### config.mk
export PLATFORM = sky130hd
export DESIGN_NAME = rxom_overhead_monitor
export DESIGN_NICKNAME = d
export VERILOG_FILES = /design/src/hdl/rxom_event_counter.v /design/src/hdl/rxom_overhead_monitor.v
export VERILOG_INCLUDE_DIRS = /design/src /design/src/hdl
export SDC_FILE = /design/constraint.sdc
export NUM_CORES = 1
export LEC_CHECK = 0
export BUFFER_PORTS_ARGS = -buffer_cell sky130_fd_sc_hd__buf_4
export CELL_PAD_IN_SITES_DETAIL_PLACEMENT = 2
export CELL_PAD_IN_SITES_GLOBAL_PLACEMENT = 2
export CORE_UTILIZATION = 41
export CTS_CLUSTER_DIAMETER = 30
export DETAILED_ROUTE_END_ITERATION = 7
export GPL_TIMING_DRIVEN = 1
export PLACE_DENSITY_LB_ADDON = 0.1
export REMOVE_ABC_BUFFERS = 1
export SLEW_MARGIN = 10
export SYNTH_ARGS = -nofsm -noshare
export SYNTH_HDL_FRONTEND = slang
export SYNTH_SLANG_ARGS = --single-unit
### constraint.sdc
create_clock -name ref_clk_i -period 6.8 [get_ports ref_clk_i]
set_input_delay 0.68 -clock ref_clk_i [delete_from_list [all_inputs] [get_ports ref_clk_i]]
set_output_delay 0.68 -clock ref_clk_i [all_outputs]
set_load 0.05 [all_outputs]
### src/hdl/rxom_defs.vh
`ifndef RXOM_DEFS_VH
`define RXOM_DEFS_VH

// ****************************************************************
// bus and address layout
// ****************************************************************
`define RXOM_AW            14
`define RXOM_DW            8
`define RXOM_OFS_W         9
`define RXOM_PORT_STRIDE   14'h0200
`define RXOM_GROUP_STRIDE  14'h2000
`define RXOM_GROUP_SHIFT   3

// ****************************************************************
// register offsets inside one port window
// ****************************************************************
`define RXOM_OFS_FE_A_HIGH 9'h058
`define RXOM_OFS_FE_A_LOW  9'h059
`define RXOM_OFS_FE_B_HIGH 9'h05A
`define RXOM_OFS_FE_B_LOW  9'h05B
`define RXOM_OFS_MON_BYTE  9'h060
`define RXOM_OFS_DL_BYTE   9'h062
`define RXOM_OFS_BOC       9'h063
`define RXOM_OFS_CAP_ONE   9'h064
`define RXOM_OFS_CAP_TWO   9'h065
`define RXOM_OFS_CAP_THREE 9'h066
`define RXOM_OFS_CTRL      9'h07F

// ****************************************************************
// control register fields
// ****************************************************************
`define RXOM_CTRL_E1       0
`define RXOM_CTRL_D4       1
`define RXOM_CTRL_SLC      2
`define RXOM_CTRL_CRC4     3
`define RXOM_CTRL_W        4
`define RXOM_CTRL_RST      4'h0

// ****************************************************************
// widths, counts and reset values
// ****************************************************************
`define RXOM_FE_CNT_W      16
`define RXOM_FE_CNT_MAX    16'hFFFF
`define RXOM_CSC_W         6
`define RXOM_CSC_MAX       6'h3F
`define RXOM_BOC_W         6
`define RXOM_SLC_W         24
`define RXOM_FDL_LAST      3'h7
`define RXOM_BYTE_RST      8'h00
`define RXOM_SLC_RST       24'h000000
`define RXOM_ZERO8         8'h00
`define RXOM_ZERO2         2'h0

`endif

### src/hdl/rxom_event_counter.v
`timescale 1ns/1ps
`default_nettype none
`include "rxom_defs.vh"

// ****************************************************************
// saturating event counter
// ****************************************************************
module rxom_event_counter (
  input  wire                      ref_clk_i,
  input  wire                      reset_i,
  input  wire                      ce_i,
  input  wire                      event_i,
  output wire [`RXOM_FE_CNT_W-1:0] count_o
);

  reg  [`RXOM_FE_CNT_W-1:0] count_reg;
  wire [`RXOM_FE_CNT_W-1:0] count_next;

  // holding at full scale keeps a long error burst from reading as few
  assign count_next = (count_reg == `RXOM_FE_CNT_MAX) ? count_reg :
                      count_reg + 16'h0001;

  always @(posedge ref_clk_i or posedge reset_i) begin
    if (reset_i) begin
      count_reg <= 16'h0000;
    end else if (ce_i && event_i) begin
      count_reg <= count_next;
    end
  end

  assign count_o = count_reg;

endmodule // rxom_event_counter

`default_nettype wire

### src/hdl/rxom_overhead_monitor.v
// Notes on behaviour
// RULE_01: 16-bit far-end error A count, high byte then low byte.
// RULE_02: 16-bit far-end error B count, high then low byte, reset zero.
// RULE_03: monitor byte holds selected timeslot, first bit in bit 7.
// RULE_04: T1 data link byte reports FDL or Fs bits, first bit LSB.
// RULE_05: data link code MSB in bit 7, earliest received bit is LSB.
// RULE_06: D4 data link updates at multiframe end, six Fs bits in 5:0.
// RULE_07: in E1 mode data link address returns live sync status.
// RULE_08: E1 sync status bits are live, never latched.
// RULE_09: CRC-4 sync counter increments on each failed 8 ms search.
// RULE_10: sync counter clears on CRC-4 sync or CRC-4 enable at zero.
// RULE_11: 6-bit saturating counter, bits 5,4,3,2,0 shown in 7:3.
// RULE_12: software should abandon CRC-4 search after 400 ms.
// RULE_13: status bit 2 high while hunting CRC-4 multiframe word.
// RULE_14: bit 1 high hunting signaling multiframe, bit 0 hunting FAS.
// RULE_15: bit-oriented code register keeps last valid code in 5:0.
// RULE_16: SLC-96 data link captured in three consecutive registers.
// RULE_17: E1 first capture address holds align frame timeslot 0 byte.
// RULE_18: E1 second address holds the non-align frame byte.
// RULE_19: E1 third address collects Si bits of even align frames.
// RULE_20: port window at 200h per port plus 2000h per group of 8.
// RULE_21: capture registers freeze while receive sync is lost.
// RULE_22: reads have no side effects on counters or captures.
`timescale 1ns/1ps
`default_nettype none
`include "rxom_defs.vh"

module rxom_overhead_monitor #(
  parameter [4:0] PORT_NUM = 5'd1
) (
  input  wire                    ref_clk_i,
  input  wire                    reset_i,
  input  wire                    ce_i,
  input  wire [`RXOM_AW-1:0]     addr_i,
  input  wire [`RXOM_DW-1:0]     wr_data_i,
  input  wire                    wr_en_i,
  input  wire                    rd_en_i,
  output wire [`RXOM_DW-1:0]     rd_data_o,
  input  wire                    rx_sync_lost_i,
  input  wire                    fe_err_a_evt_i,
  input  wire                    fe_err_b_evt_i,
  input  wire                    mon_bit_i,
  input  wire                    mon_bit_vld_i,
  input  wire                    mon_bit_last_i,
  input  wire                    dl_bit_i,
  input  wire                    dl_bit_vld_i,
  input  wire                    dl_mf_end_i,
  input  wire [`RXOM_BOC_W-1:0]  boc_code_i,
  input  wire                    boc_code_vld_i,
  input  wire [`RXOM_DW-1:0]     ts0_byte_i,
  input  wire                    ts0_vld_i,
  input  wire                    ts0_align_i,
  input  wire [3:0]              ts0_frame_i,
  input  wire                    crc_search_timeout_i,
  input  wire                    crc_sync_gained_i,
  input  wire                    crc_search_i,
  input  wire                    cas_search_i,
  input  wire                    fas_search_i
);

  // ****************************************************************
  // port window decode
  // ****************************************************************
  function [`RXOM_AW-1:0] port_base;
    input [4:0] num;
    reg   [3:0] idx;
    reg   [`RXOM_AW-1:0] stride_sum;
    reg   [`RXOM_AW-1:0] group_sum;
    begin
      idx        = num[3:0] - 4'h1;
      stride_sum = `RXOM_PORT_STRIDE * {10'h000, idx};
      group_sum  = `RXOM_GROUP_STRIDE *
                   {10'h000, idx >> `RXOM_GROUP_SHIFT};
      port_base  = stride_sum + group_sum;
    end
  endfunction

  localparam [`RXOM_AW-1:0] BASE = port_base(PORT_NUM); // [RULE_20]

  wire                   port_hit;
  wire [`RXOM_OFS_W-1:0] offset;

  // each window spans 200h, so the upper bits alone pick the port
  assign port_hit = (addr_i[`RXOM_AW-1:`RXOM_OFS_W] ==
                     BASE[`RXOM_AW-1:`RXOM_OFS_W]);  // [RULE_20]
  assign offset   = addr_i[`RXOM_OFS_W-1:0];

  // ****************************************************************
  // control register
  // ****************************************************************
  reg  [`RXOM_CTRL_W-1:0] ctrl_reg;
  wire                    e1_mode;
  wire                    d4_mode;
  wire                    slc_mode;
  wire                    crc4_en;
  wire                    hold_caps;

  always @(posedge ref_clk_i or posedge reset_i) begin
    if (reset_i) begin
      ctrl_reg <= `RXOM_CTRL_RST;
    end else if (ce_i && wr_en_i && port_hit &&
                 offset == `RXOM_OFS_CTRL) begin
      ctrl_reg <= wr_data_i[`RXOM_CTRL_W-1:0];
    end
  end

  assign e1_mode   = ctrl_reg[`RXOM_CTRL_E1];
  assign d4_mode   = ctrl_reg[`RXOM_CTRL_D4] | ctrl_reg[`RXOM_CTRL_SLC];
  assign slc_mode  = ctrl_reg[`RXOM_CTRL_SLC];
  assign crc4_en   = ctrl_reg[`RXOM_CTRL_CRC4];
  assign hold_caps = rx_sync_lost_i;  // [RULE_21]

  // ****************************************************************
  // far-end error counters
  // ****************************************************************
  wire [`RXOM_FE_CNT_W-1:0] fe_a_count;
  wire [`RXOM_FE_CNT_W-1:0] fe_b_count;

  rxom_event_counter u_fe_a_cnt (  // [RULE_01]
    .ref_clk_i (ref_clk_i),
    .reset_i   (reset_i),
    .ce_i      (ce_i),
    .event_i   (fe_err_a_evt_i),
    .count_o   (fe_a_count)
  );

  rxom_event_counter u_fe_b_cnt (  // [RULE_02]
    .ref_clk_i (ref_clk_i),
    .reset_i   (reset_i),
    .ce_i      (ce_i),
    .event_i   (fe_err_b_evt_i),
    .count_o   (fe_b_count)
  );

  // ****************************************************************
  // timeslot monitor byte
  // ****************************************************************
  reg  [`RXOM_DW-1:0] mon_shift_reg;
  reg  [`RXOM_DW-1:0] mon_byte_reg;
  wire [`RXOM_DW-1:0] mon_shift_next;

  // shift left so the first bit of the slot ends in bit 7
  assign mon_shift_next = {mon_shift_reg[`RXOM_DW-2:0], mon_bit_i};

  always @(posedge ref_clk_i or posedge reset_i) begin
    if (reset_i) begin
      mon_shift_reg <= `RXOM_BYTE_RST;
      mon_byte_reg  <= `RXOM_BYTE_RST;
    end else if (ce_i && mon_bit_vld_i) begin
      mon_shift_reg <= mon_shift_next;  // [RULE_03]
      if (mon_bit_last_i && !hold_caps) begin
        mon_byte_reg <= mon_shift_next;  // [RULE_03] [RULE_21]
      end
    end
  end

  // ****************************************************************
  // T1 data link: FDL bytes, D4 Fs bits and SLC-96 word
  // ****************************************************************
  reg  [`RXOM_DW-1:0]    dl_shift_reg;
  reg  [2:0]             dl_cnt_reg;
  reg  [`RXOM_DW-1:0]    dl_byte_reg;
  reg  [`RXOM_SLC_W-1:0] slc_shift_reg;
  reg  [`RXOM_SLC_W-1:0] slc_word_reg;
  wire [`RXOM_DW-1:0]    dl_shift_next;
  wire [`RXOM_SLC_W-1:0] slc_shift_next;

  // shift right so the earliest bit settles in the LSB
  assign dl_shift_next  = {dl_bit_i, dl_shift_reg[`RXOM_DW-1:1]};
  assign slc_shift_next = {dl_bit_i, slc_shift_reg[`RXOM_SLC_W-1:1]};

  always @(posedge ref_clk_i or posedge reset_i) begin
    if (reset_i) begin
      dl_shift_reg  <= `RXOM_BYTE_RST;
      dl_cnt_reg    <= 3'h0;
      dl_byte_reg   <= `RXOM_BYTE_RST;
      slc_shift_reg <= `RXOM_SLC_RST;
      slc_word_reg  <= `RXOM_SLC_RST;
    end else if (ce_i && !e1_mode) begin
      if (d4_mode) begin
        if (dl_mf_end_i) begin
          // boundary bit is the last Fs bit of the superframe
          if (!hold_caps) begin
            dl_byte_reg <= {`RXOM_ZERO2,
                            dl_shift_next[`RXOM_DW-1:2]};  // [RULE_06]
          end
          if (slc_mode && !hold_caps) begin
            slc_word_reg <= slc_shift_next;  // [RULE_16] [RULE_21]
          end
          dl_shift_reg  <= `RXOM_BYTE_RST;
          slc_shift_reg <= `RXOM_SLC_RST;
        end else if (dl_bit_vld_i) begin
          dl_shift_reg  <= dl_shift_next;
          slc_shift_reg <= slc_shift_next;  // [RULE_16]
        end
      end else if (dl_bit_vld_i) begin
        dl_shift_reg <= dl_shift_next;  // [RULE_04]
        dl_cnt_reg   <= dl_cnt_reg + 3'h1;
        if (dl_cnt_reg == `RXOM_FDL_LAST && !hold_caps) begin
          dl_byte_reg <= dl_shift_next;  // [RULE_05] [RULE_21]
        end
      end
    end
  end

  // ****************************************************************
  // bit-oriented code
  // ****************************************************************
  reg [`RXOM_BOC_W-1:0] boc_reg;

  always @(posedge ref_clk_i or posedge reset_i) begin
    if (reset_i) begin
      boc_reg <= 6'h00;
    end else if (ce_i && boc_code_vld_i && !e1_mode && !hold_caps) begin
      boc_reg <= boc_code_i;  // [RULE_15] [RULE_21]
    end
  end

  // ****************************************************************
  // E1 timeslot 0 captures
  // ****************************************************************
  reg [`RXOM_DW-1:0] align_byte_reg;
  reg [`RXOM_DW-1:0] nonalign_byte_reg;
  reg [`RXOM_DW-1:0] si_bits_reg;

  always @(posedge ref_clk_i or posedge reset_i) begin
    if (reset_i) begin
      align_byte_reg    <= `RXOM_BYTE_RST;
      nonalign_byte_reg <= `RXOM_BYTE_RST;
      si_bits_reg       <= `RXOM_BYTE_RST;
    end else if (ce_i && e1_mode && ts0_vld_i && !hold_caps) begin
      if (ts0_align_i) begin
        align_byte_reg <= ts0_byte_i;  // [RULE_17] [RULE_21]
        // align frames sit in even frames; frame 14 lands in bit 7
        si_bits_reg[ts0_frame_i[3:1]] <= ts0_byte_i[7];  // [RULE_19]
      end else begin
        nonalign_byte_reg <= ts0_byte_i;  // [RULE_18]
      end
    end
  end

  // ****************************************************************
  // CRC-4 multiframe search counter
  // ****************************************************************
  reg  [`RXOM_CSC_W-1:0] csc_reg;
  wire [`RXOM_CSC_W-1:0] csc_next;

  assign csc_next = (csc_reg == `RXOM_CSC_MAX) ? csc_reg :
                    csc_reg + 6'h01;  // [RULE_11]

  // clearing outranks a timeout in the same cycle: sync was gained
  // software copes with the 400 ms give-up decision from this count
  always @(posedge ref_clk_i or posedge reset_i) begin
    if (reset_i) begin
      csc_reg <= 6'h00;
    end else if (ce_i) begin
      if (crc_sync_gained_i || !crc4_en) begin
        csc_reg <= 6'h00;  // [RULE_10]
      end else if (crc_search_timeout_i) begin
        csc_reg <= csc_next;  // [RULE_09]
      end
    end
  end

  // ****************************************************************
  // register read port
  // ****************************************************************
  reg  [`RXOM_DW-1:0] rd_data_reg;
  reg  [`RXOM_DW-1:0] rd_mux;
  wire [`RXOM_DW-1:0] e1_status;

  // bit 1 of the count is dropped to stretch range past 400 ms
  assign e1_status = {csc_reg[5:2], csc_reg[0],     // [RULE_11]
                      crc_search_i,                 // [RULE_13]
                      cas_search_i, fas_search_i};  // [RULE_08] [RULE_14]

  always @* begin
    rd_mux = `RXOM_ZERO8;
    case (offset)
      `RXOM_OFS_FE_A_HIGH: rd_mux = fe_a_count[15:8];  // [RULE_01]
      `RXOM_OFS_FE_A_LOW:  rd_mux = fe_a_count[7:0];   // [RULE_01]
      `RXOM_OFS_FE_B_HIGH: rd_mux = fe_b_count[15:8];  // [RULE_02]
      `RXOM_OFS_FE_B_LOW:  rd_mux = fe_b_count[7:0];   // [RULE_02]
      `RXOM_OFS_MON_BYTE:  rd_mux = mon_byte_reg;
      `RXOM_OFS_DL_BYTE:
        rd_mux = e1_mode ? e1_status : dl_byte_reg;    // [RULE_07]
      `RXOM_OFS_BOC:
        rd_mux = e1_mode ? `RXOM_ZERO8 :
                 {`RXOM_ZERO2, boc_reg};               // [RULE_15]
      `RXOM_OFS_CAP_ONE:
        rd_mux = e1_mode ? align_byte_reg :
                 slc_word_reg[7:0];                    // [RULE_16]
      `RXOM_OFS_CAP_TWO:
        rd_mux = e1_mode ? nonalign_byte_reg :
                 slc_word_reg[15:8];                   // [RULE_16]
      `RXOM_OFS_CAP_THREE:
        rd_mux = e1_mode ? si_bits_reg :
                 slc_word_reg[23:16];                  // [RULE_16]
      `RXOM_OFS_CTRL:
        rd_mux = {4'h0, ctrl_reg};
      default: rd_mux = `RXOM_ZERO8;
    endcase
  end

  // reads only sample state; nothing is cleared on read
  // data stands for the single cycle after the strobe, zero otherwise
  always @(posedge ref_clk_i or posedge reset_i) begin
    if (reset_i) begin
      rd_data_reg <= `RXOM_ZERO8;
    end else if (ce_i) begin
      if (rd_en_i && port_hit) begin
        rd_data_reg <= rd_mux;  // [RULE_22]
      end else begin
        rd_data_reg <= `RXOM_ZERO8;
      end
    end
  end

  assign rd_data_o = rd_data_reg;

endmodule // rxom_overhead_monitor

`default_nettype wire

* After elaboration in Yosys (flattened, before gate mapping)
Cells that the tools add are included.
** Word-level totals
- Register bits after elaboration :: 162
- Bits of input ports :: 62
- Word-level logic and storage cells :: 105
** Cells by class
- $add $sub $neg :: 4
- Magnitude comparators :: 2
- Equal/unequal tests :: 18
- Muxes and demuxes :: 23
- Bitwise gates (word level) :: 5
- Reductions and logical operators :: 37
** Operators with widths (count)
- $mux W8 :: 13
- $eq A9 B7 Y1 const B :: 11
- $pmux W8 S11 :: 1
- $mux W24 :: 2
- $add A16 B1 Y16 const B :: 2
- $eq A16 B16 Y1 const B :: 2
- $mux W6 :: 4
- $logic_and A1 B1 Y1 :: 18
- $reduce_and A2 Y1 :: 5
- $reduce_and A3 Y1 :: 3
- $bwmux W8 :: 1
- $reduce_bool A2 Y1 :: 4
- $add A6 B1 Y6 const B :: 1
- $eq A6 B6 Y1 const B :: 1
- $logic_not A5 Y1 :: 1
- $reduce_and A5 Y1 :: 1
- $lt A3 B4 Y1 const B :: 1
- $ne A2 B2 Y1 const B :: 2
- $not A1 Y1 :: 4
- $reduce_and A4 Y1 :: 1
- $add A3 B1 Y3 const B :: 1
- $demux W1 S3 :: 1
- $eq A3 B3 Y1 const B :: 1
- $ge A3 B1 Y1 const B :: 1
- other kinds (5) :: 7

* Depth between registers and ports, before layout
Gate-level depths: netlist of the first run.
- Depth after elaboration :: 5
- Gate-level depth with buffers :: 8
- Gate-level depth less buffers :: 6

* Cells and area by module
Synthesis of the first run repeated with hierarchy kept, for this count alone.
** Unflattened totals
- Cell total of the unflattened synthesis :: 695
- Area total of the unflattened synthesis :: 7993.9 um^2
** By module, submodules not included
- rxom_overhead_monitor :: instances 1, cells an instance 543, area an instance 6339.8 um^2, sequential area each 3203.1 um^2
- rxom_event_counter :: instances 2, cells an instance 76, area an instance 827.0 um^2, sequential area each 400.4 um^2

* Worst setup path before layout of the first run
OpenSTA, ideal clock, no wires.
- Kind :: input port to flip-flop
- Start :: in addr_i[9]
- End :: reg ctrl_reg[0]
- Arrival :: 1.958 ns
- Data required time :: 6.675 ns
- Slack :: 4.717 ns
- Stages on the path :: 5
- Cells stage by stage :: or4_1 -> nor3_1 -> and3_1 -> buf_2 -> mux2_2
** Between the ends
- Word-level cells in the longest chain between the ends :: 3
** RTL lines
- from (decl) :: RTL line rxom_overhead_monitor.v:34 : input wire [`RXOM_AW-1:0] addr_i,
- $logic_not A5 Y1 :: RTL line rxom_overhead_monitor.v:84 : assign port_hit = (addr_i[`RXOM_AW-1:`RXOM_OFS_W] ==
- $logic_and A1 B1 Y1 :: RTL line rxom_overhead_monitor.v:101 : end else if (ce_i && wr_en_i && port_hit &&
- $logic_and A1 B1 Y1 (no line)
- to (signal assigned) :: RTL line rxom_overhead_monitor.v:100 : ctrl_reg <= `RXOM_CTRL_RST;
- to (signal assigned) :: RTL line rxom_overhead_monitor.v:103 : ctrl_reg <= wr_data_i[`RXOM_CTRL_W-1:0];
- to (decl) :: RTL line rxom_overhead_monitor.v:91 : reg [`RXOM_CTRL_W-1:0] ctrl_reg;
Every way passes these cells.
A chain may end at the register's enable or synchronous reset.

* Worst setup path after layout of the first run
- Start :: reg ctrl_reg[0]
- End :: reg slc_shift_reg[20]
** Between the ends
- Word-level cells in the longest chain between the ends :: 3
** RTL lines
- $logic_not A1 Y1 :: RTL line rxom_overhead_monitor.v:179 : end else if (ce_i && !e1_mode) begin
- $logic_and A1 B1 Y1 :: RTL line rxom_overhead_monitor.v:179
- $reduce_and A3 Y1 (no line)
- to (signal assigned) :: RTL line rxom_overhead_monitor.v:177 : slc_shift_reg <= `RXOM_SLC_RST;
- to (signal assigned) :: RTL line rxom_overhead_monitor.v:191 : slc_shift_reg <= `RXOM_SLC_RST;
- to (signal assigned) :: RTL line rxom_overhead_monitor.v:194 : slc_shift_reg <= slc_shift_next;
- to (decl) :: RTL line rxom_overhead_monitor.v:163 : reg [`RXOM_SLC_W-1:0] slc_shift_reg;
Every way passes these cells.

==> impl_metrics.prom, run 1 <==
# TYPE chip_impl_metric gauge
chip_impl_info{name="outcome",value="complete, no violations"} 1
chip_impl_metric{name="area_growth_syn_to_layout",unit="%"} 15.7
chip_impl_metric{name="wirelength",unit="um"} 23200
chip_impl_metric{name="final.min_clock_period",unit="ns"} 2.70
chip_impl_metric{name="timing.setup.tns",unit="ns"} 0
chip_impl_info{name="cpLargestDelayFamily",value="simple AND/OR/NAND/NOR gates"} 1
chip_impl_metric{name="synth_sequential_area_ratio",unit=""} 0.511
chip_impl_metric{name="ys_types",unit=""} 70
chip_impl_metric{name="initialDrtViolationCount",unit=""} 274
chip_impl_metric{name="finalHoldViolCount",unit=""} 0
chip_impl_metric{name="portion_of_total_power_attributed_to_combinational_logic",unit=""} 0.125
chip_impl_metric{name="slew_headroom",unit=""} 0.255
chip_impl_metric{name="synthesized_netlist_cell_count",unit=""} 662
chip_impl_metric{name="num_antenna_cells",unit=""} 0
chip_impl_info{name="most_common_library_cell_in_the_layout_ignoring_fill_and_taps",value="sky130_fd_sc_hd__dfrtp_1"} 1
chip_impl_info{name="worst_setup_path_end_kind",value="register"} 1
chip_impl_metric{name="postCtsResizedCells",unit=""} 0
chip_impl_metric{name="cts.clk_slew.worst_paths",unit="ns"} 0.07
chip_impl_metric{name="worst_slew_pin_slew",unit="ns"} 1.11
chip_impl_info{name="worstHoldPathType",value="input pin to async pin"} 1
chip_impl_metric{name="gr_usage_total",unit=""} 0.253
chip_impl_metric{name="p_clk_frac",unit=""} 0.387
chip_impl_metric{name="synth-edff-count",unit=""} 0
chip_impl_metric{name="io_buffer_count",unit=""} 64
chip_impl_metric{name="overall_via_count_from_detail_route",unit=""} 5542
chip_impl_metric{name="max_clock_freq",unit="GHz"} 0.371
chip_impl_metric{name="synth_top_cell_area_share",unit=""} 0.511
chip_impl_metric{name="die_area",unit="sq um"} 19700
chip_impl_metric{name="drt-vias-per-instance",unit=""} 5.73
chip_impl_metric{name="grt_first_pass_wirelength",unit="um"} 37200
chip_impl_metric{name="critPathMaxStageDelay",unit="ns"} 0.89
chip_impl_metric{name="ys_async_sr_fraction",unit=""} 1.00
chip_impl_info{name="cts_tree",value="built"} 1
chip_impl_metric{name="power.leakage",unit="uW"} 0.00422
chip_impl_metric{name="finalClockSkew",unit="ns"} 0.0106
chip_impl_metric{name="worstPathArrival",unit="ns"} 3.02
chip_impl_metric{name="p_int",unit="uW"} 1750
chip_impl_metric{name="power_per_cell_area",unit="nW/um^2"} 271
chip_impl_info{name="netlist_top_cells_area",value="sky130_fd_sc_hd__dfrtp_1 (51%), sky130_fd_sc_hd__mux2_2 (9.6%), sky130_fd_sc_hd__mux4_2 (3.4%)"} 1
chip_impl_info{name="timing.critical_path.cells",value="buf_4 > nand3b_1 > nor2_1 > nand2_1 > a21oi_1"} 1
chip_impl_info{name="setup.worst_path.start_class",value="register"} 1
chip_impl_metric{name="post_cts.repair.setup_buffers",unit=""} 0
chip_impl_metric{name="syn_area_per_cell",unit="sq um"} 11.8
chip_impl_metric{name="critPathMaxFanout",unit=""} 35
chip_impl_metric{name="cts.sink_count",unit=""} 160
chip_impl_metric{name="remaining_drc_errors",unit=""} 0
chip_impl_metric{name="drt-pass1-iter-count",unit=""} 4
chip_impl_metric{name="postCtsHoldBufs",unit=""} 0
chip_impl_metric{name="placementRows",unit=""} 50
chip_impl_metric{name="core",unit="sq um"} 18700
chip_impl_metric{name="antenna_found_initial",unit=""} 0
chip_impl_metric{name="endpoints_failing_setup",unit=""} 0
chip_impl_metric{name="cp_num_buf_inv",unit=""} 1
chip_impl_metric{name="post_route_cells_drive_above_1_share",unit=""} 0.274
chip_impl_metric{name="syn_area",unit="sq um"} 7840
chip_impl_info{name="synth-main-ff-cell",value="sky130_fd_sc_hd__dfrtp_1"} 1
chip_impl_metric{name="switching_share",unit=""} 0.291
chip_impl_metric{name="final_max_slew_viol_count",unit=""} 0
chip_impl_metric{name="total_switching_power",unit="uW"} 717
chip_impl_metric{name="die_width",unit="um"} 140
chip_impl_metric{name="cts.path.max_buffers",unit=""} 2
chip_impl_metric{name="die_h",unit="um"} 140
chip_impl_info{name="synthDominantAreaCellType",value="sky130_fd_sc_hd__dfrtp_1"} 1
chip_impl_info{name="cpMaxStageDelayCell",value="sky130_fd_sc_hd__nor2_1"} 1
chip_impl_metric{name="required",unit="ns"} 7.12
chip_impl_metric{name="io_pins",unit=""} 70
chip_impl_info{name="criticalPathCategory",value="register to register"} 1
chip_impl_metric{name="final_nets",unit=""} 788
chip_impl_info{name="setup_repair_after_global_routing_missed_its_margin",value="no"} 1
chip_impl_metric{name="timing.reg2reg.setup_slack",unit="ns"} 4.10
chip_impl_metric{name="maximum_number_of_pins_on_one_net_before_global_route_repair",unit=""} 93
chip_impl_metric{name="floorplan.initialDensity",unit=""} 0.419
chip_impl_metric{name="gr-total-overflow",unit=""} 0
chip_impl_info{name="clk_root_buffer_cell",value="sky130_fd_sc_hd__clkbuf_16"} 1
chip_impl_metric{name="ant_nets",unit=""} 0
chip_impl_metric{name="yosysWarnings",unit=""} 0
chip_impl_metric{name="part_of_the_cycle_the_worst_path_needs",unit=""} 0.396
chip_impl_metric{name="later_pin_clock_latency_in_the_skew_report",unit="ns"} 0.43
chip_impl_metric{name="dp.final_hpwl",unit="um"} 16700
chip_impl_metric{name="numCtsBuffers",unit=""} 17
chip_impl_metric{name="worst_ir_drop_vdd",unit="mV"} 0.176
chip_impl_metric{name="h_tree_level_count",unit=""} 4
chip_impl_metric{name="first_global_vias",unit=""} 6293
chip_impl_metric{name="drv.max_cap_violation_count",unit=""} 0
chip_impl_info{name="commonest_cells_after_routing_fill_and_taps_aside",value="sky130_fd_sc_hd__dfrtp_1 (160), sky130_fd_sc_hd__buf_4 (69), sky130_fd_sc_hd__mux2_2 (67), sky130_fd_sc_hd__nand2_1 (56), sky130_fd_sc_hd__nor2_1 (39)"} 1
chip_impl_metric{name="worst_hold_slack",unit="ns"} 0.445
chip_impl_metric{name="gp_congestion",unit=""} 0.834
chip_impl_metric{name="postSynthRegisterBits",unit=""} 160
chip_impl_metric{name="post_drt_wl_per_cell",unit="um"} 23.9
chip_impl_metric{name="seq_power_share",unit=""} 0.488
chip_impl_metric{name="largest_reg_flops",unit=""} 24
==> through the flow <==
step	area (sq um)	setup slack (ns)	cells	util	power, uW
floorplan	7680	1.80	633	-	1360
global placement	8490	4.05	936	0.454	1490
detailed placement	8490	3.97	936	0.454	1530
CTS	9070	4.05	968	0.485	2500
global route	9070	3.88	968	0.485	2580
finish	9070	4.10	968	0.485	2460
==> routing by layer <==
metal  share of wire  GRT usage
met1            0.45      0.342
met2            0.50      0.418
met3           0.039     0.0462
met4           0.015     0.0694
met5               0          0
==> cell usage after synthesis, types with 2 or more instances <==
| library cell | count |
|---|---|
| sky130_fd_sc_hd__buf_2 | 15 |
| sky130_fd_sc_hd__nor2_2 | 3 |
| sky130_fd_sc_hd__mux2_1 | 20 |
| sky130_fd_sc_hd__nand3_1 | 24 |
| sky130_fd_sc_hd__xnor2_1 | 16 |
| sky130_fd_sc_hd__mux4_2 | 12 |
| sky130_fd_sc_hd__and4_1 | 2 |
| sky130_fd_sc_hd__a31oi_1 | 6 |
| sky130_fd_sc_hd__buf_6 | 2 |
| sky130_fd_sc_hd__clkbuf_1 | 6 |
| sky130_fd_sc_hd__inv_1 | 10 |
| sky130_fd_sc_hd__nand2_1 | 56 |
| sky130_fd_sc_hd__nor3b_2 | 2 |
| sky130_fd_sc_hd__a2111oi_0 | 2 |
| sky130_fd_sc_hd__and2_1 | 3 |
| sky130_fd_sc_hd__nor4_1 | 8 |
| sky130_fd_sc_hd__dfrtp_1 | 160 |
| sky130_fd_sc_hd__a211oi_1 | 5 |
| sky130_fd_sc_hd__a21oi_1 | 28 |
| sky130_fd_sc_hd__buf_4 | 5 |
| sky130_fd_sc_hd__xor2_1 | 19 |
| sky130_fd_sc_hd__nand4b_1 | 2 |
| sky130_fd_sc_hd__nor3_1 | 7 |
| sky130_fd_sc_hd__nor2b_1 | 9 |
| sky130_fd_sc_hd__a22o_1 | 12 |
| sky130_fd_sc_hd__nor2_1 | 39 |
| sky130_fd_sc_hd__mux2i_1 | 21 |
| sky130_fd_sc_hd__nor3b_1 | 8 |
| sky130_fd_sc_hd__and3_1 | 11 |
| sky130_fd_sc_hd__o211ai_1 | 6 |
| sky130_fd_sc_hd__or3_1 | 4 |
| sky130_fd_sc_hd__nand4_1 | 6 |
| sky130_fd_sc_hd__or4_1 | 3 |
| sky130_fd_sc_hd__or2_2 | 2 |
| sky130_fd_sc_hd__mux2_2 | 67 |
| sky130_fd_sc_hd__a22oi_1 | 4 |
| sky130_fd_sc_hd__ha_1 | 5 |
| sky130_fd_sc_hd__nand2b_1 | 5 |
| sky130_fd_sc_hd__or4_4 | 2 |
| sky130_fd_sc_hd__a221oi_1 | 2 |
| sky130_fd_sc_hd__nand3b_1 | 5 |
| sky130_fd_sc_hd__o21ai_0 | 10 |
==> power by group through the flow <==
stage          logic (uW)  registers [uW]  clock network [uW]
6_report              308            1200                 952
4_1_cts               316            1200                 981
3_3_place_gp          288            1200                   0
3_5_place_dp          308            1220                   0
2_1_floorplan         203            1160                   0
5_1_grt               344            1220                1020
==> worst reg2reg max path, stage by stage (launching register included) <==
cell and delay (ns):
sky130_fd_sc_hd__dfrtp_1 0.37, sky130_fd_sc_hd__buf_4 0.27, sky130_fd_sc_hd__nand3b_1 0.58, sky130_fd_sc_hd__nor2_1 0.89
sky130_fd_sc_hd__nand2_1 0.20, sky130_fd_sc_hd__a21oi_1 0.28
==> cell families (layout without fill, tap and decap cells) <==
| logic type | count (synthesis) | in the layout | synth area share |
|---|---|---|---|
| muxes | 121 | 121 | 0.190 |
| xor gates and xnor gates | 35 | 35 | 0.0391 |
| and+or+nand+nor | 214 | 214 | 0.150 |
| buffers and inverters | 39 | 111 | 0.0254 |
| AOI/OAI and AO/OA | 88 | 88 | 0.0774 |
| DFF | 160 | 160 | 0.511 |
| adders and majority gates | 5 | 5 | 0.00798 |
==> worst paths after layout <==
check                              start                end  cells past startpoint
min                              reset_i      dl_cnt_reg[1]                      2
max in group asynchronous        reset_i   mon_shift_reg[3]                      3
min reg2reg                dl_cnt_reg[0]      dl_cnt_reg[0]                      1
max reg2reg                  ctrl_reg[0]  slc_shift_reg[20]                      5
max                          ctrl_reg[0]  slc_shift_reg[20]                      5
min in group ref_clk_i     boc_code_i[3]         boc_reg[3]                      3
==> cell type report <==
cell class,count,area [sq um]
Sequential cell,160,4000
Multi-Input combinational cell,463,3630
Inverter,10,42.5
Timing Repair Buffer,69,518
Tap cell,234,293
Fill cell,1861,9640
Clock inverter,14,149
Clock buffer,18,429
No activity file was read; power rests on OpenSTA's default activity.
==> inputs of run 2 (changes only) <==
Clock period 6.8 ns to 2.5 ns, I/O delays scaled along.
==> run 2 against run 1 <==
  * Final area is 1.2% higher
  * Combinational power grew to 2.8 times the previous value
  * Sequential cell count stayed put
  * Die area stayed put
  * Register-to-register slack worse by 3.7 ns
  * Power grew to 2.7 times the previous value
  * Via count is 2.3% higher
  * Wire length is 0.63% higher
  * Maximum frequency is 28% higher
  * Critical path type unchanged
  * Critical endpoint is now slc_word_reg[13]
  * Largest cell class unchanged
  * Highest routed layer unchanged
==> impl_metrics.prom, run 2 (synthesized netlist as in run 1, its figures left out) <==
# TYPE chip_impl_metric gauge
chip_impl_info{name="commonest_cells_after_routing_fill_and_taps_aside",value="sky130_fd_sc_hd__dfrtp_1 (160), sky130_fd_sc_hd__buf_4 (77), sky130_fd_sc_hd__mux2_2 (67), sky130_fd_sc_hd__nand2_1 (56), sky130_fd_sc_hd__nor2_1 (39)"} 1
chip_impl_metric{name="finalHoldViolCount",unit=""} 0
chip_impl_metric{name="postCtsResizedCells",unit=""} 0
chip_impl_metric{name="largest_reg_flops",unit=""} 24
chip_impl_metric{name="worstPathArrival",unit="ns"} 2.42
chip_impl_metric{name="drt-pass1-iter-count",unit=""} 4
chip_impl_info{name="setup.worst_path.start",value="ctrl_reg[0]"} 1
chip_impl_metric{name="io_pins",unit=""} 70
chip_impl_metric{name="drv.max_cap_violation_count",unit=""} 0
chip_impl_metric{name="slew_headroom",unit=""} 0.604
chip_impl_metric{name="worstHoldPathCells",unit=""} 3
chip_impl_metric{name="p_int",unit="uW"} 4740
chip_impl_metric{name="post_cts.repair.setup_buffers",unit=""} 0
chip_impl_metric{name="remaining_drc_errors",unit=""} 0
chip_impl_metric{name="power_per_cell_area",unit="nW/um^2"} 727
chip_impl_info{name="outcome",value="complete, no violations"} 1
chip_impl_metric{name="worst_slew_pin_slew",unit="ns"} 0.592
chip_impl_metric{name="final_max_slew_viol_count",unit=""} 0
chip_impl_info{name="holdCritStartpoint",value="boc_code_i[3]"} 1
chip_impl_metric{name="drt-vias-per-instance",unit=""} 5.79
chip_impl_metric{name="seq_power_share",unit=""} 0.489
chip_impl_metric{name="numCtsBuffers",unit=""} 17
chip_impl_metric{name="h_tree_level_count",unit=""} 4
chip_impl_metric{name="die_width",unit="um"} 140
chip_impl_metric{name="worst_r2r_path_depth",unit=""} 6
chip_impl_metric{name="total_switching_power",unit="uW"} 1940
chip_impl_metric{name="part_of_the_cycle_the_worst_path_needs",unit=""} 0.843
chip_impl_info{name="setup_repair_after_global_routing_missed_its_margin",value="no"} 1
chip_impl_metric{name="gr_usage_total",unit=""} 0.259
chip_impl_metric{name="critPathMaxFanout",unit=""} 24
chip_impl_metric{name="final_nets",unit=""} 799
chip_impl_metric{name="power.leakage",unit="uW"} 0.00429
chip_impl_info{name="worst_setup_path_end_kind",value="register"} 1
chip_impl_info{name="cts_tree",value="built"} 1
chip_impl_metric{name="cts.clk_slew.worst_paths",unit="ns"} 0.07
chip_impl_metric{name="num_antenna_cells",unit=""} 0
chip_impl_metric{name="placementRows",unit=""} 50
chip_impl_metric{name="initialDrtViolationCount",unit=""} 226
chip_impl_metric{name="worst_hold_slack",unit="ns"} 0.0303
chip_impl_info{name="setup.worst_path.start_class",value="register"} 1
chip_impl_metric{name="dp.final_hpwl",unit="um"} 16900
chip_impl_metric{name="die_area",unit="sq um"} 19700
chip_impl_metric{name="cts.sink_count",unit=""} 160
chip_impl_metric{name="finalClockSkew",unit="ns"} 0.0127
chip_impl_info{name="cpMaxStageDelayCell",value="sky130_fd_sc_hd__mux2_1"} 1
chip_impl_info{name="timing.critical_path.cells",value="buf_4 > nand2b_4 > nor2_1 > and2_1 > nand3b_4 > mux2_1"} 1
chip_impl_metric{name="post_drt_wl_per_cell",unit="um"} 23.8
chip_impl_metric{name="core",unit="sq um"} 18700
chip_impl_metric{name="fin_ws",unit="ns"} 0.393
chip_impl_metric{name="postCtsHoldBufs",unit=""} 1
chip_impl_metric{name="area_growth_syn_to_layout",unit="%"} 17.2
chip_impl_metric{name="floorplan.initialDensity",unit=""} 0.419
chip_impl_metric{name="portion_of_total_power_attributed_to_combinational_logic",unit=""} 0.127
chip_impl_metric{name="dp_slack",unit="ns"} 0.370
chip_impl_metric{name="grtUsageMet1",unit=""} 0.350
chip_impl_metric{name="max_clock_freq",unit="GHz"} 0.475
chip_impl_info{name="most_common_library_cell_in_the_layout_ignoring_fill_and_taps",value="sky130_fd_sc_hd__dfrtp_1"} 1
chip_impl_metric{name="grt_first_pass_wirelength",unit="um"} 37700
chip_impl_metric{name="io_buffer_count",unit=""} 64
chip_impl_info{name="r2r_path_start",value="ctrl_reg[0]"} 1
chip_impl_metric{name="antenna_found_initial",unit=""} 0
chip_impl_metric{name="switching_share",unit=""} 0.290
chip_impl_metric{name="post_route_cells_drive_above_1_share",unit=""} 0.285
chip_impl_metric{name="gr-total-overflow",unit=""} 0
chip_impl_metric{name="overall_via_count_from_detail_route",unit=""} 5672
chip_impl_metric{name="groute.layer.met3.usage",unit=""} 0.0438
chip_impl_metric{name="first_global_vias",unit=""} 6388
chip_impl_metric{name="endpoints_failing_setup",unit=""} 0
chip_impl_metric{name="fin_area",unit="sq um"} 9180
chip_impl_metric{name="ant_nets",unit=""} 0
chip_impl_metric{name="worst_ir_drop_vdd",unit="mV"} 0.441
chip_impl_metric{name="gp_congestion",unit=""} 0.848
chip_impl_metric{name="wirelength",unit="um"} 23300
chip_impl_metric{name="timing.reg2reg.setup_slack",unit="ns"} 0.39
chip_impl_metric{name="final.min_clock_period",unit="ns"} 2.11
chip_impl_info{name="top_usage_layer",value="met2"} 1
chip_impl_info{name="criticalPathCategory",value="register to register"} 1
chip_impl_metric{name="p_clk_frac",unit=""} 0.384
chip_impl_metric{name="required",unit="ns"} 2.81
chip_impl_metric{name="grt.met2_usage",unit=""} 0.424
chip_impl_metric{name="cts.path.max_buffers",unit=""} 2
chip_impl_metric{name="later_pin_clock_latency_in_the_skew_report",unit="ns"} 0.44
chip_impl_metric{name="critPathMaxStageDelay",unit="ns"} 0.45
chip_impl_info{name="clk_root_buffer_cell",value="sky130_fd_sc_hd__clkbuf_16"} 1
chip_impl_metric{name="die_h",unit="um"} 140
chip_impl_metric{name="maximum_number_of_pins_on_one_net_before_global_route_repair",unit=""} 56
chip_impl_info{name="worstHoldPathType",value="input pin to register"} 1
chip_impl_info{name="r2r_end",value="slc_word_reg[13]"} 1
chip_impl_info{name="holdPathEnd",value="boc_reg[3]"} 1
chip_impl_metric{name="placed_area",unit="sq um"} 8590
-- run 2: worst max-delay path by stage --
stage / endpoint / slack (ns) / depth (start not counted)
3_3_place_gp: ctrl_reg[0] / 0.41 / 5
2_1_floorplan: align_byte_reg[0] / -2.07 / 1
6_report: slc_word_reg[13] / 0.39 / 6
5_1_grt: slc_word_reg[13] / 0.27 / 6
4_1_cts: slc_word_reg[13] / 0.36 / 6
3_5_place_dp: ctrl_reg[0] / 0.37 / 5
-- run 2: power groups by stage --
stage | Sequential, uW | Combinational (uW) | Clock, uW
3_5_place_dp | 3310 | 853 | 0
2_1_floorplan | 3150 | 551 | 0
5_1_grt | 3310 | 959 | 2710
4_1_cts | 3270 | 872 | 2610
3_3_place_gp | 3270 | 796 | 0
6_report | 3260 | 850 | 2560
-- run 2: layout make-up --
type	count	area, sq um
clock buffer	20	467
tap	234	293
fill	1828	9520
clock inverter	12	114
inverter	10	42.5
sequential	160	4000
timing repair buffer	80	628
multi-input combinational	463	3630
-- run 2: metrics by stage --
step                      power (uW)   util  setup TNS, ns  cells
after floorplan                 3700      -        -332.41    633
after global placement          4070  0.459              0    946
after detailed placement        4160  0.459              0    946
after CTS                       6750  0.491              0    979
after global routing            6980  0.491              0    979
final                           6670  0.491              0    979
-- run 2: worst max-delay path: cells and delay by family (launching register included) --
kind          cells  cell delay (ns)
flops             1             0.39
buf+inv           1             0.25
simple gates      4             0.88
mux               1             0.45
-- run 2: layer usage --
metal | up-vias | routed length, um
met5 | - | 0
met4 | 0 | 448
met3 | 31 | 819
met2 | 97 | 11500
met1 | 2992 | 10600
li1 | 2552 | -
==> inputs of run 3 (changes only) <==
Clock period 2.5 ns to 2.1 ns, I/O delays scaled along.
==> run 3 against run 2 <==
  * Critical path depth is the same
  * Clock skew grew 0.0016 ns
  * Sequential power grew 20%
  * Via count grew 1.5%
  * Hold slack lost 0.018 ns
  * Largest power group unchanged
  * Register-to-register slack lost 0.31 ns
  * First-iteration DRC count grew 19%
==> impl_metrics.prom, run 3 (synthesized netlist as in run 1, its figures left out) <==
# TYPE chip_impl_metric gauge
chip_impl_metric{name="worst_ir_drop_vdd",unit="mV"} 0.539
chip_impl_metric{name="worst_r2r_path_depth",unit=""} 6
chip_impl_metric{name="numPlacedInstances",unit=""} 956
chip_impl_metric{name="critPathMaxFanout",unit=""} 24
chip_impl_metric{name="floorplan.initialDensity",unit=""} 0.419
chip_impl_info{name="cts_tree",value="built"} 1
chip_impl_metric{name="endpoints_failing_setup",unit=""} 0
chip_impl_metric{name="critPathMaxStageDelay",unit="ns"} 0.45
chip_impl_metric{name="worstPathArrival",unit="ns"} 2.33
chip_impl_info{name="most_common_library_cell_in_the_layout_ignoring_fill_and_taps",value="sky130_fd_sc_hd__dfrtp_1"} 1
chip_impl_metric{name="grt.met2_usage",unit=""} 0.442
chip_impl_metric{name="drv.max_cap_violation_count",unit=""} 0
chip_impl_metric{name="total_switching_power",unit="uW"} 2290
chip_impl_metric{name="largest_reg_flops",unit=""} 24
chip_impl_metric{name="io_pins",unit=""} 70
chip_impl_metric{name="grtUsageMet1",unit=""} 0.358
chip_impl_info{name="setup.worst_path.start",value="ctrl_reg[0]"} 1
chip_impl_metric{name="grt_first_pass_wirelength",unit="um"} 38700
chip_impl_metric{name="core",unit="sq um"} 18700
chip_impl_metric{name="gr_usage_total",unit=""} 0.266
chip_impl_metric{name="placed_area",unit="sq um"} 8680
chip_impl_metric{name="drt-pass1-iter-count",unit=""} 4
chip_impl_metric{name="later_pin_clock_latency_in_the_skew_report",unit="ns"} 0.44
chip_impl_metric{name="power_per_cell_area",unit="nW/um^2"} 855
chip_impl_metric{name="nFillCells",unit=""} 1827
chip_impl_metric{name="post_drt_wl_per_cell",unit="um"} 24.3
chip_impl_metric{name="p_clk_frac",unit=""} 0.380
chip_impl_info{name="criticalPathCategory",value="register to register"} 1
chip_impl_info{name="setup_repair_after_global_routing_missed_its_margin",value="yes"} 1
chip_impl_metric{name="dp.final_hpwl",unit="um"} 17900
chip_impl_metric{name="final.min_clock_period",unit="ns"} 2.02
chip_impl_info{name="clk_root_buffer_cell",value="sky130_fd_sc_hd__clkbuf_16"} 1
chip_impl_metric{name="required",unit="ns"} 2.41
chip_impl_metric{name="initialDrtViolationCount",unit=""} 270
chip_impl_metric{name="finalClockSkew",unit="ns"} 0.0143
chip_impl_metric{name="wirelength",unit="um"} 24000
chip_impl_metric{name="remaining_drc_errors",unit=""} 0
chip_impl_metric{name="post_cts.repair.setup_buffers",unit=""} 0
chip_impl_metric{name="die_width",unit="um"} 140
chip_impl_metric{name="cts.path.max_buffers",unit=""} 2
chip_impl_metric{name="portion_of_total_power_attributed_to_combinational_logic",unit=""} 0.129
chip_impl_metric{name="seq_power_share",unit=""} 0.492
chip_impl_info{name="worst_setup_path_end_kind",value="register"} 1
chip_impl_metric{name="max_clock_freq",unit="GHz"} 0.495
chip_impl_metric{name="final_util",unit=""} 0.496
chip_impl_metric{name="p_int",unit="uW"} 5650
chip_impl_metric{name="part_of_the_cycle_the_worst_path_needs",unit=""} 0.962
chip_impl_metric{name="cts.clk_slew.worst_paths",unit="ns"} 0.07
chip_impl_metric{name="ant_nets",unit=""} 0
chip_impl_metric{name="worst_slew_pin_slew",unit="ns"} 0.543
chip_impl_metric{name="maximum_number_of_pins_on_one_net_before_global_route_repair",unit=""} 49
chip_impl_metric{name="antenna_found_initial",unit=""} 0
chip_impl_metric{name="num_antenna_cells",unit=""} 0
chip_impl_info{name="cpMaxStageDelayCell",value="sky130_fd_sc_hd__mux2_1"} 1
chip_impl_metric{name="cp_num_buf_inv",unit=""} 1
chip_impl_metric{name="final_cell_count_no_fill",unit=""} 991
chip_impl_metric{name="power.leakage",unit="uW"} 0.00433
chip_impl_metric{name="die_area",unit="sq um"} 19700
chip_impl_info{name="cpLargestDelayFamily",value="simple AND/OR/NAND/NOR gates"} 1
chip_impl_metric{name="post_route_cells_drive_above_1_share",unit=""} 0.289
chip_impl_metric{name="overall_via_count_from_detail_route",unit=""} 5759
chip_impl_metric{name="gp_congestion",unit=""} 0.871
chip_impl_info{name="worstHoldPathType",value="input pin to register"} 1
chip_impl_metric{name="gr-total-overflow",unit=""} 0
chip_impl_metric{name="timing.critical_path.depth",unit=""} 6
chip_impl_info{name="top_usage_layer",value="met2"} 1
chip_impl_metric{name="drt-vias-per-instance",unit=""} 5.81
chip_impl_metric{name="groute.layer.met3.usage",unit=""} 0.0366
chip_impl_metric{name="final_nets",unit=""} 812
chip_impl_metric{name="h_tree_level_count",unit=""} 4
chip_impl_info{name="setup.worst_path.start_class",value="register"} 1
chip_impl_info{name="commonest_cells_after_routing_fill_and_taps_aside",value="sky130_fd_sc_hd__dfrtp_1 (160), sky130_fd_sc_hd__buf_4 (86), sky130_fd_sc_hd__mux2_2 (67), sky130_fd_sc_hd__nand2_1 (56), sky130_fd_sc_hd__nor2_1 (39)"} 1
chip_impl_info{name="outcome",value="complete, no violations"} 1
chip_impl_metric{name="numCtsBuffers",unit=""} 17
chip_impl_metric{name="finalHoldViolCount",unit=""} 0
chip_impl_metric{name="switching_share",unit=""} 0.288
chip_impl_metric{name="area_growth_syn_to_layout",unit="%"} 18.4
chip_impl_metric{name="worstHoldPathCells",unit=""} 2
chip_impl_metric{name="first_global_vias",unit=""} 6553
chip_impl_metric{name="placementRows",unit=""} 50
chip_impl_metric{name="fin_area",unit="sq um"} 9280
chip_impl_metric{name="cts.sink_count",unit=""} 160
chip_impl_info{name="timing.critical_path.cells",value="buf_4 > nand2b_4 > nor2_1 > and2_1 > nand3b_4 > mux2_1"} 1
chip_impl_metric{name="final_max_slew_viol_count",unit=""} 0
chip_impl_info{name="holdCritStartpoint",value="ts0_byte_i[2]"} 1
chip_impl_metric{name="slew_headroom",unit=""} 0.629
chip_impl_metric{name="die_h",unit="um"} 140
chip_impl_metric{name="worst_hold_slack",unit="ns"} 0.0123
chip_impl_info{name="r2r_path_start",value="ctrl_reg[0]"} 1
chip_impl_metric{name="io_buffer_count",unit=""} 64
[run 3: changes by cell type in the layout (fill, tap and decap cells not counted)]
cell	previous run	this run
sky130_fd_sc_hd__buf_4	77	86
sky130_fd_sc_hd__clkbuf_8	3	0
sky130_fd_sc_hd__clkinvlp_4	0	3
sky130_fd_sc_hd__dlygate4sd3_1	1	4
sky130_fd_sc_hd__clkbuf_1	0	2
sky130_fd_sc_hd__inv_6	8	6
sky130_fd_sc_hd__buf_12	2	3
sky130_fd_sc_hd__bufinv_16	0	1
sky130_fd_sc_hd__clkinv_2	1	0
sky130_fd_sc_hd__clkinv_4	1	2
sky130_fd_sc_hd__clkinv_8	1	0
sky130_fd_sc_hd__inv_8	2	1
[run 3: power by group through the flow]
stage / clock [uW] / combinational (uW) / sequential (uW)
after floorplan: 0 / 656 / 3750
after CTS: 3080 / 1050 / 3910
final: 3010 / 1020 / 3900
after global routing: 3190 / 1150 / 3960
after global placement: 0 / 950 / 3910
after detailed placement: 0 / 1030 / 3940
[run 3: area by class of cell]
class | instances | area (sq um) | area share
Clock buffer | 19 | 433 | 0.0467
Sequential cell | 160 | 4000 | 0.432
Multi-Input combinational cell | 463 | 3630 | 0.392
Timing Repair Buffer | 93 | 746 | 0.0804
Tap cell | 234 | 293 | 0.0316
Clock inverter | 12 | 125 | 0.0135
Inverter | 10 | 42.5 | 0.00459
[run 3: worst paths after layout]
path / to / slack, ns
min in group asynchronous: dl_cnt_reg[0] / 0.32
worst max-delay path: slc_word_reg[0] / 0.08
worst min-delay path: nonalign_byte_reg[2] / 0.01
max in group asynchronous: u_fe_b_cnt.count_o[0] / 1.02
worst max register to register: slc_word_reg[0] / 0.08
worst min register to register: dl_cnt_reg[0] / 0.48
[run 3: layer usage]
metal	wire, um	vias to the layer above
li1	-	2566
met1	10900	3057
met2	11900	104
met3	719	32
met4	475	0
met5	0	-
[run 3: stage by stage]
step                      setup TNS (ns)  total power, uW  worst slack, ns
after global routing            -0.00252             8290         -0.00252
after detailed placement               0             4980           0.0992
after floorplan                  -405.31             4400            -2.43
final                                  0             7940           0.0802
after CTS                              0             8030           0.0628
after global placement                 0             4860            0.196
[run 3: timing repair]
item,4_1_cts,5_1_grt
hold buffers,4,0
gates resized for setup,0,0
endpoints found under the hold margin,34,0
endpoints found under the setup margin,0,1
